<file path="src/core/tcf_params.svh">
// Constants for the timer channel A event status block.
`ifndef TCF_PARAMS_SVH
`define TCF_PARAMS_SVH

// Register byte address of the event status register, and of own extras.
`define TCF_ADDR_STATUS   20'hfff64
`define TCF_ADDR_CTRL     20'hfff68
`define TCF_ADDR_IRQ_STAT 20'hfff6c
`define TCF_ADDR_IRQ_MASK 20'hfff70

// Field positions in the event status register.
`define TCF_FLAG_LSB 0
`define TCF_EN_LSB   4
`define TCF_RSV_HI   7
`define TCF_RSV_LO   3

// Reset value of the event status register.
`define TCF_STATUS_RESET 8'h88

// Number of channels.
`define TCF_NCH 3

`endif

</file>
<file path="src/core/tcf_pkg.sv">
// Types shared by the timer channel A event status block.
package tcf_pkg;

   // Per channel mode of the general compare register.
   typedef enum logic {
      TCF_MODE_COMPARE,
      TCF_MODE_CAPTURE
   } tcf_mode_t;

   // Software clear arming state of one flag.
   typedef enum logic [1:0] {
      TCF_IDLE,
      TCF_ARMED
   } tcf_arm_t;

endpackage

</file>
<file path="src/core/tcf_chan_flag.sv">
// Flag, enable and request logic of one timer channel.
`timescale 1ns/1ps
module tcf_chan_flag
   import tcf_pkg::*;
(
   // Clock and reset.
   input  wire logic       sys_clk,
   input  wire logic       rst_n,
   // Channel events.
   input  wire logic       match_evt,
   input  wire logic       capture_evt,
   input  wire tcf_mode_t  mode,
   input  wire logic       dma_ack,
   // Software access to the flag.
   input  wire logic       flag_read,
   input  wire logic       flag_write,
   input  wire logic       flag_wdata,
   input  wire logic       en_write,
   input  wire logic       en_wdata,
   // Outputs.
   output logic            flag,
   output logic            irq_en,
   output logic            request,
   output logic            event_pulse
);

   typedef struct packed {
      logic     flag;
      logic     en;
      tcf_arm_t arm;
      logic     evt;
   } tcf_chan_state_t;

   tcf_chan_state_t st;
   tcf_chan_state_t next_st;
   logic            set_evt;

   // Event selection by mode; set wins over any clear in the same cycle.
   always_comb begin
      next_st = st;
      set_evt = (mode == TCF_MODE_COMPARE) ? match_evt : capture_evt;
      next_st.evt = set_evt;
      if (flag_read && st.flag) begin
         next_st.arm = TCF_ARMED;
      end
      if (flag_write) begin
         if (!flag_wdata && st.arm == TCF_ARMED) begin
            next_st.flag = 1'b0;
         end
         next_st.arm = TCF_IDLE;
      end
      if (dma_ack) begin
         next_st.flag = 1'b0;
         next_st.arm  = TCF_IDLE;
      end
      if (set_evt) begin
         next_st.flag = 1'b1;
      end
      if (en_write) begin
         next_st.en = en_wdata;
      end
   end

   // State register.
   always_ff @(posedge sys_clk) begin
      if (!rst_n) begin
         st <= '{flag: 1'b0, en: 1'b0, arm: TCF_IDLE, evt: 1'b0};
      end else begin
         st <= next_st;
      end
   end

   assign flag        = st.flag;
   assign irq_en      = st.en;
   assign request     = st.flag & st.en;
   assign event_pulse = st.evt;

   a_set_on_event: assert property (@(posedge sys_clk) disable iff (!rst_n)
      set_evt |=> flag) else $error("flag not set after event");
   a_req_gate: assert property (@(posedge sys_clk) disable iff (!rst_n)
      request == (flag && irq_en)) else $error("request not gated");
   a_dma_clear: assert property (@(posedge sys_clk) disable iff (!rst_n)
      dma_ack && !set_evt |=> !flag) else $error("dma did not clear");
   a_write_one: assert property (@(posedge sys_clk) disable iff (!rst_n)
      flag_write && flag_wdata && !dma_ack && flag |=> flag)
      else $error("write one changed flag");

endmodule

</file>
<file path="src/core/tcf_sync2.sv">
// Two-flop synchroniser for one pin level.
`timescale 1ns/1ps
module tcf_sync2
   import tcf_pkg::*;
(
   // Clock and reset.
   input  wire logic sys_clk,
   input  wire logic rst_n,
   // Level in and out.
   input  wire logic din,
   output logic      dout
);

   typedef struct packed {
      logic s1;
      logic s2;
   } tcf_sync_state_t;

   tcf_sync_state_t st;
   tcf_sync_state_t next_st;

   // The first stage feeds only the second stage.
   always_comb begin
      next_st    = st;
      next_st.s1 = din;
      next_st.s2 = st.s1;
   end

   // State register.
   always_ff @(posedge sys_clk) begin
      if (!rst_n) begin
         st <= '0;
      end else begin
         st <= next_st;
      end
   end

   assign dout = st.s2;

endmodule

</file>
<file path="src/core/tcf_top.sv">
// Timer channel A compare/capture event flags with APB register access.
//
// Function
// - capture transfer sets the channel flag
// - clear by reading one then writing zero
// - DMA start by event clears flag
// - enable bit gates the interrupt request
//
// Our own choice: the APB interface to the registers.
`timescale 1ns/1ps
`include "tcf_params.svh"
module tcf_top
   import tcf_pkg::*;
(
   // Clock and reset.
   input  wire logic        sys_clk,
   input  wire logic        rst_n,
   // APB slave.
   input  wire logic        psel,
   input  wire logic        penable,
   input  wire logic        pwrite,
   input  wire logic [19:0] paddr,
   input  wire logic [31:0] pwdata,
   output logic      [31:0] prdata,
   output logic             pready,
   output logic             pslverr,
   // Timer channel inputs.
   input  wire logic [47:0] channel_counter,
   input  wire logic [47:0] general_compare_reg,
   input  wire logic [2:0]  capture_pin,
   input  wire logic [2:0]  dma_unit_ack,
   // Outputs.
   output logic      [2:0]  match_event_request,
   output logic             irq
);

   localparam int NCH = `TCF_NCH;

   typedef struct packed {
      logic [31:0] rdata;
      logic [2:0]  mode;
      logic [2:0]  irq_stat;
      logic [2:0]  irq_mask;
      logic        done;
   } tcf_top_state_t;

   tcf_top_state_t st;
   tcf_top_state_t next_st;

   logic [2:0] cap_sync;
   logic [2:0] cap_prev;
   logic [2:0] flags;
   logic [2:0] ens;
   logic [2:0] evts;
   logic [2:0] reqs;
   logic       acc;
   logic       wr;
   logic       rd;
   logic       rd_load;
   logic       hit_status;
   logic       hit_ctrl;
   logic       hit_stat;
   logic       hit_mask;

   // ****************************************
   // Bus decode.
   // ****************************************

   // Address decode; unmapped addresses answer with an error.
   always_comb begin
      hit_status = 1'b0;
      hit_ctrl   = 1'b0;
      hit_stat   = 1'b0;
      hit_mask   = 1'b0;
      if (paddr == `TCF_ADDR_STATUS) begin
         hit_status = 1'b1;
      end else if (paddr == `TCF_ADDR_CTRL) begin
         hit_ctrl = 1'b1;
      end else if (paddr == `TCF_ADDR_IRQ_STAT) begin
         hit_stat = 1'b1;
      end else if (paddr == `TCF_ADDR_IRQ_MASK) begin
         hit_mask = 1'b1;
      end
   end

   // One wait state loads the read data register, so the data stand at the ready edge.
   assign acc     = psel & penable;
   assign pready  = acc & st.done;
   assign wr      = pready & pwrite;
   assign rd      = pready & ~pwrite;
   assign rd_load = acc & ~pwrite & ~st.done;
   assign pslverr = pready & ~(hit_status | hit_ctrl | hit_stat | hit_mask);

   // ****************************************
   // Channels.
   // ****************************************

   // Capture pins come from outside and are synchronised, then edge detected.
   genvar g;
   generate
      for (g = 0; g < NCH; g++) begin : g_ch
         tcf_sync2 u_sync (
            .sys_clk (sys_clk),
            .rst_n   (rst_n),
            .din     (capture_pin[g]),
            .dout    (cap_sync[g])
         );
         tcf_chan_flag u_chan (
            .sys_clk     (sys_clk),
            .rst_n       (rst_n),
            .match_evt   (channel_counter[g*16 +: 16] ==
                          general_compare_reg[g*16 +: 16]),
            .capture_evt (cap_sync[g] & ~cap_prev[g]),
            .mode        (tcf_mode_t'(st.mode[g])),
            .dma_ack     (dma_unit_ack[g]),
            .flag_read   (rd & hit_status),
            .flag_write  (wr & hit_status),
            .flag_wdata  (pwdata[`TCF_FLAG_LSB + g]),
            .en_write    (wr & hit_status),
            .en_wdata    (pwdata[`TCF_EN_LSB + g]),
            .flag        (flags[g]),
            .irq_en      (ens[g]),
            .request     (reqs[g]),
            .event_pulse (evts[g])
         );
      end
   endgenerate

   // Previous synchronised capture level for rising edge detection.
   always_ff @(posedge sys_clk) begin
      if (!rst_n) begin
         cap_prev <= 3'h0;
      end else begin
         cap_prev <= cap_sync;
      end
   end

   // ****************************************
   // Registers.
   // ****************************************

   // Read data register, mode control and sticky interrupt status.
   always_comb begin
      next_st      = st;
      next_st.done = acc & ~st.done;
      if (rd_load) begin
         if (hit_status) begin
            next_st.rdata = {24'h0, 1'b1, ens, 1'b1, flags};
         end else if (hit_ctrl) begin
            next_st.rdata = {29'h0, st.mode};
         end else if (hit_stat) begin
            next_st.rdata = {29'h0, st.irq_stat};
         end else if (hit_mask) begin
            next_st.rdata = {29'h0, st.irq_mask};
         end else begin
            next_st.rdata = 32'h0;
         end
      end
      if (wr && hit_ctrl) begin
         next_st.mode = pwdata[2:0];
      end
      if (wr && hit_mask) begin
         next_st.irq_mask = pwdata[2:0];
      end
      if (wr && hit_stat) begin
         next_st.irq_stat = st.irq_stat & ~pwdata[2:0];
      end
      next_st.irq_stat = next_st.irq_stat | evts;
   end

   // State register.
   always_ff @(posedge sys_clk) begin
      if (!rst_n) begin
         st <= '0;
      end else begin
         st <= next_st;
      end
   end

   assign prdata              = st.rdata;
   assign match_event_request = reqs;
   assign irq                 = |(st.irq_stat & st.irq_mask);

   a_status_reserved: assert property (@(posedge sys_clk) disable iff (!rst_n)
      rd && hit_status |=> prdata[7] && prdata[3])
      else $error("reserved bits not one");
   a_irq_level: assert property (@(posedge sys_clk) disable iff (!rst_n)
      $rose(evts[0]) && st.irq_mask[0] |=> irq)
      else $error("irq not raised");
   a_chan_indep: assert property (@(posedge sys_clk) disable iff (!rst_n)
      dma_unit_ack == 3'h1 && !evts[1] && !(wr && hit_status) && flags[1] |=> flags[1])
      else $error("channel crosstalk");
   a_read_zero: assert property (@(posedge sys_clk) disable iff (!rst_n)
      g_ch[0].u_chan.st.arm == TCF_ARMED && wr && hit_status && !pwdata[0]
      && !dma_unit_ack[0] && !(g_ch[0].u_chan.set_evt) |=> !flags[0])
      else $error("read then zero did not clear");

endmodule
</file>
<file path="config.mk">
export PLATFORM = sky130hd
export DESIGN_NAME = tcf_top
export DESIGN_NICKNAME = d
export VERILOG_FILES = /design/src/core/tcf_pkg.sv /design/src/core/tcf_chan_flag.sv /design/src/core/tcf_sync2.sv /design/src/core/tcf_top.sv
export VERILOG_INCLUDE_DIRS = /design/src /design/src/core
export SDC_FILE = /design/constraint.sdc
export NUM_CORES = 1
export LEC_CHECK = 0
export ABC_AREA = 1
export ABC_CLOCK_PERIOD_IN_PS = 3100
export BUFFER_PORTS_ARGS = -buffer_cell sky130_fd_sc_hd__buf_4
export CORE_ASPECT_RATIO = 1.5
export CORE_UTILIZATION = 25
export CTS_BUF_LIST = sky130_fd_sc_hd__clkbuf_16
export CTS_CLUSTER_DIAMETER = 100
export DETAILED_ROUTE_END_ITERATION = 10
export PLACE_DENSITY_LB_ADDON = 0.3
export SETUP_SLACK_MARGIN = 0.2
export SLEW_MARGIN = 25
export SYNTH_ARGS = -nofsm -noshare
export SYNTH_HDL_FRONTEND = slang
export SYNTH_SLANG_ARGS = --single-unit
</file>
<file path="constraint.sdc">
create_clock -name sys_clk -period 3.1 [get_ports sys_clk]
set_input_delay 0 -clock sys_clk [delete_from_list [all_inputs] [get_ports sys_clk]]
set_output_delay 0 -clock sys_clk [all_outputs]
set_load 0.02 [all_outputs]
</file>
Word-level counts from Yosys, hierarchy flattened
Index checks and enable logic that the tools add are counted.
{"block": "totals", "register_bits": 63, "in_bits": 159, "output_inout_bits": 38, "elab_cells": 116}
{"block": "op_classes", "n_eq_ne": 7, "mux": 30, "n_bitwise": 30, "reduce_logical": 25}
{"op": "20-bit equality test, second input constant", "n": 4}
{"op": "16-bit equality test", "n": 3}
{"op": "1-bit 2-to-1 mux", "n": 25}
{"op": "3-bit nonzero test", "n": 6}
{"op": "1-bit bitwise AND", "n": 16}
{"op": "3-bit 2-to-1 mux", "n": 4}
{"op": "3-bit OR reduction", "n": 4}
{"op": "1-bit logical AND", "n": 9}
{"op": "8-bit 2-to-1 mux", "n": 1}
{"op": "1-bit NOT", "n": 7}
{"op": "3-bit bitwise AND", "n": 2}
{"op": "2-bit AND reduction", "n": 3}
{"op": "1-bit logical NOT", "n": 3}
{"op": "3-bit NOT", "n": 1}
{"op": "1-bit bitwise OR", "n": 3}
{"op": "3-bit bitwise OR", "n": 1}

Logic depth before layout (Yosys ltp)
{"block": "logic_depth", "word_depth": 9, "depth_mapped": 10, "depth_no_buf": 10}

By module
A second synthesis with hierarchy kept.
{"block": "unflattened", "hier_cells": 399, "area_unflattened_um2": 2635.0}
{"module": "tcf_top", "n_inst": 1, "cells_each": 300, "area_per_inst_um2": 1944.4, "seq_area_each_um2": 400.4}
{"module": "tcf_chan_flag", "n_inst": 3, "cells_each": 27, "area_per_inst_um2": 175.2, "seq_area_each_um2": 80.1}
{"module": "tcf_sync2", "n_inst": 3, "cells_each": 6, "area_per_inst_um2": 55.1, "seq_area_each_um2": 40.0}

Worst setup path after synthesis
OpenSTA, ideal clock, no wires.
{"block": "synth_path", "kind": "register to output", "startpoint": "register st[0] in the netlist's numbering", "endpoint": "output port pslverr", "t_arrival_ns": 1.208, "required_ns": 3.100, "slack_ns": 1.892, "path_stages_with_launch": 5, "n_path_buf": 0, "path_cell_list": "dfxtp_1 > nand3_1 > inv_1 > nand2_1 > nor3_1"}
{"block": "synth_between", "elab_chain_cells": 2}
{"item": "from (decl)", "line_no": "tcf_top.sv:47", "text": "tcf_top_state_t st;"}
{"item": "from (signal assigned)", "line_no": "tcf_top.sv:176", "text": "st <= next_st;"}
{"item": "1-bit bitwise AND", "line_no": "tcf_top.sv:88", "text": "assign pready = acc & st.done;"}
{"item": "named net pready", "line_no": "tcf_top.sv:25", "text": "output logic pready,"}
{"item": "1-bit bitwise AND", "line_no": "tcf_top.sv:92", "text": "assign pslverr = pready & ~(hit_status | hit_ctrl | hit_stat | hit_mask);"}
{"item": "to (decl)", "line_no": "tcf_top.sv:26", "text": "output logic pslverr,"}
The timed path passes the listed nets, and every way through them passes these cells.

Worst setup path after layout
{"block": "layout_path", "startpoint": "register st[0] in the netlist's numbering", "endpoint": "register st[9] in the netlist's numbering"}
{"block": "layout_between", "elab_chain_cells": 3}
{"item": "1-bit bitwise AND", "line_no": "tcf_top.sv:88"}
{"item": "1-bit bitwise AND", "line_no": "tcf_top.sv:89", "text": "assign wr = pready & pwrite;"}
{"item": "1-bit logical AND", "line_no": "tcf_top.sv:159", "text": "if (wr && hit_ctrl) begin"}
No other way between the ends.
A chain may end at the register's enable or synchronous reset.

==> metrics.txt <==
Sw Share 23.0%; setup tns final 0 ps; sequential share of power 34.1%; Leak Pwr 2.38 nW; share of cells above drive strength 1 28.9%; DR vias 3072; Hold Crit Depth 3; Congestion Overflow GR 0; netlist area before placement 0.00281 mm^2; CTS Root Cell clkbuf_16; final WL 7410 um; TritonCTS clock tree done; Crit. End Element flip-flop; Residual DRC 0; startpoint types flip-flop; fin crit period 1410 ps; gr usage total 12.5%; clock latency on the worst-skew pair 280 ps; VDD IR max 344 uV; die area 0.0117 mm^2; ANT cells 0; Tcrit/Tclk final 45.4%; distinct cell type count after synthesis 26; first-pass GRT wire length 11600 um; placed cells 744; DR iter-0 viols 82; Fmax 0.710 GHz; Post-synth EDFFs 0; Internal 1.12 mW; skew final 3.48 ps; cts repair resizes 0; Seq/Total Area, Yosys 27.1%; I/O Pins 197; placement row count 47; die width 88.5 um; final hold violation count 0; clk sinks 38; Switch Pwr 0.336 mW; Starting Density 25.5%; chip height 132 um; Finish-stage setup viols 0; WL per Instance 9.72 um; Synth async-reset ratio 0%; core area 0.0110 mm^2; Port Buf Inserts 146; WP buf/inv 2; worst-path cell chain nand3_1 -> nor2_2 -> inv_2 -> nor2_2 -> inv_2 -> nor2_1 -> nor2_1; Final ANT Viol Nets 0; H-tree Lvls 2; Top FF cell, synth dfxtp_1; Final Wtd Congestion 0.787; Crit Path Class flip-flop to flip-flop; Crit path arrival time 1580 ps; critical path depth 7; area grow syn2layout 49.3%; largest net degree at the start of global routing 26; 1st-pass router iterations 4; combinational fraction of design power 20.5%; Max Cap Viol 0; Reg clk slew, reported paths 60 ps; Inserted Clock Buffers 5; Worst Path Required 3280 ps; Hold Path Class input pin to flip-flop; Mapped Cells 467; Clk network pwr share 45.4%; Yosys reg bits 38; Vias per Instance 4.03; hpwl dp 6260 um; post-synthesis area per instance 6.01 um^2; vias in the first global route 2787; PwrDens 348 mW/mm^2; CP peak stage delay 370 ps; warnings from Yosys 0; outcome complete, no violations; Non-Filler Instances 763; CTS Buffer Depth 2; fin util 38.1%; CP delay by family, top simple AND/OR/NAND/NOR gates; RSZ-0062 raised after global routing no; R2R cell count 7; CP Max Fanout 5; Slew Viols, Final 0; Critical Path Slowest Stage Cell dfxtp_1; nets 774; initial antenna violation count 0
## stage by stage
| step | total power [mW] | hold WS (ps) | instance area, um^2 | setup slack, ps |
|---|---|---|---|---|
| after global placement | 0.794 | 183 | 3890 | 1760 |
| after floorplan | 0.662 | 97.6 | 2900 | 1890 |
| final | 1.46 | 1.16 | 4190 | 1690 |
| after CTS | 1.47 | 0.558 | 4190 | 1690 |
| after detailed placement | 0.799 | 190 | 3890 | 1710 |
| after global routing | 1.53 | 15.2 | 4190 | 1550 |
## final cells by class
class	instances	area [um^2]
clock buffers	5	125
clock inverters	3	68.8
multi-input cells	324	1510
repair buffers	157	1210
flip-flops and latches	38	761
fillers	1194	6800
well taps	147	184
inverters	89	334
## layer usage
metal	vias to the layer above	global-route usage (%)	wire, um
met4	0	4.93	176
li1	1631	-	-
met1	1315	12.2	2750
met3	14	1.75	383
met5	-	0	0
met2	112	25.0	4100
## tightest hold or removal path, cell delays in order
cell and delay (ps):
buf_4 120, nor2_1 50, nor2_1 80
## path summary, 6_finish.rpt
kind / start / end / slack (ps)
worst max-delay path: st[0] / st[9] / 1690
worst min-delay path: pwdata[1] / st[8] / 1
worst max register to register: st[0] / st[9] / 1690
worst min register to register: g_ch[2].u_sync.next_st[0] / g_ch[2].u_sync.dout / 410
## kinds of logic (layout without fill, tap and decap cells)
kind of cell	after synthesis	count (layout)	synth area share (%)
compound gates	23	23	4.10
xor+xnor	18	18	5.61
simple gates	259	259	41.0
buf+inv	128	254	22.1
other cells	1	24	0.134
flops	38	38	27.1
## registers in the layout, indices dropped and copies added (netlist names)
register	cells
g_ch.u_chan.flag	3
g_ch.u_chan.event_pulse	3
g_ch.u_chan.irq_en	3
g_ch.u_sync.dout	3
cap_prev	3
prdata	7
g_ch.u_chan.st	3
g_ch.u_sync.next_st	3
st	10
## cells in the final DEF (no fill, tap or decap)
cell           count
bufinv_16          2
xnor2_1           18
nand3_1           32
nor2_1            69
nor3_4             1
nor3_1             2
nor3_2             4
nor2_8             2
nand2_1          128
a21oi_1           10
clkbuf_16          5
nand2_4            1
clkinv_4           1
dfxtp_1           38
nor2_2             5
dlygate4sd3_1     11
nand4_1            7
or2_2              2
inv_1             83
inv_2              6
nand3b_1           3
o21ai_1            3
nor2_4             1
nand2_2            2
o21ai_0           10
buf_4            146
conb_1            24
## cell usage after synthesis (4+ instances only)
cell type  number  area [um^2]
nand4_1         7         43.8
inv_1          83          312
buf_4          35          263
xnor2_1        18          158
nor3_2          4         40.0
nand2_1       128          480
dfxtp_1        38          761
nor2_2          5         31.3
nor2_1         69          259
a21oi_1        10         50.1
inv_2           6         22.5
o21ai_0        10         50.1
nand3_1        32          160
## power groups by stage
stage | combinational, mW | sequential [mW] | clock, mW
finish | 0.299 | 0.498 | 0.662
global placement | 0.285 | 0.509 | 0
CTS | 0.302 | 0.498 | 0.673
global route | 0.333 | 0.499 | 0.698
detailed placement | 0.289 | 0.509 | 0
floorplan | 0.153 | 0.508 | 0
## timing repair
item                                   4_1_cts  5_1_grt
endpoints found under the hold margin       12        0
hold buffers                                11        0
buffers inserted                             0        0
setup endpoints to repair                    0        0
(Power assumes the default switching activity.)
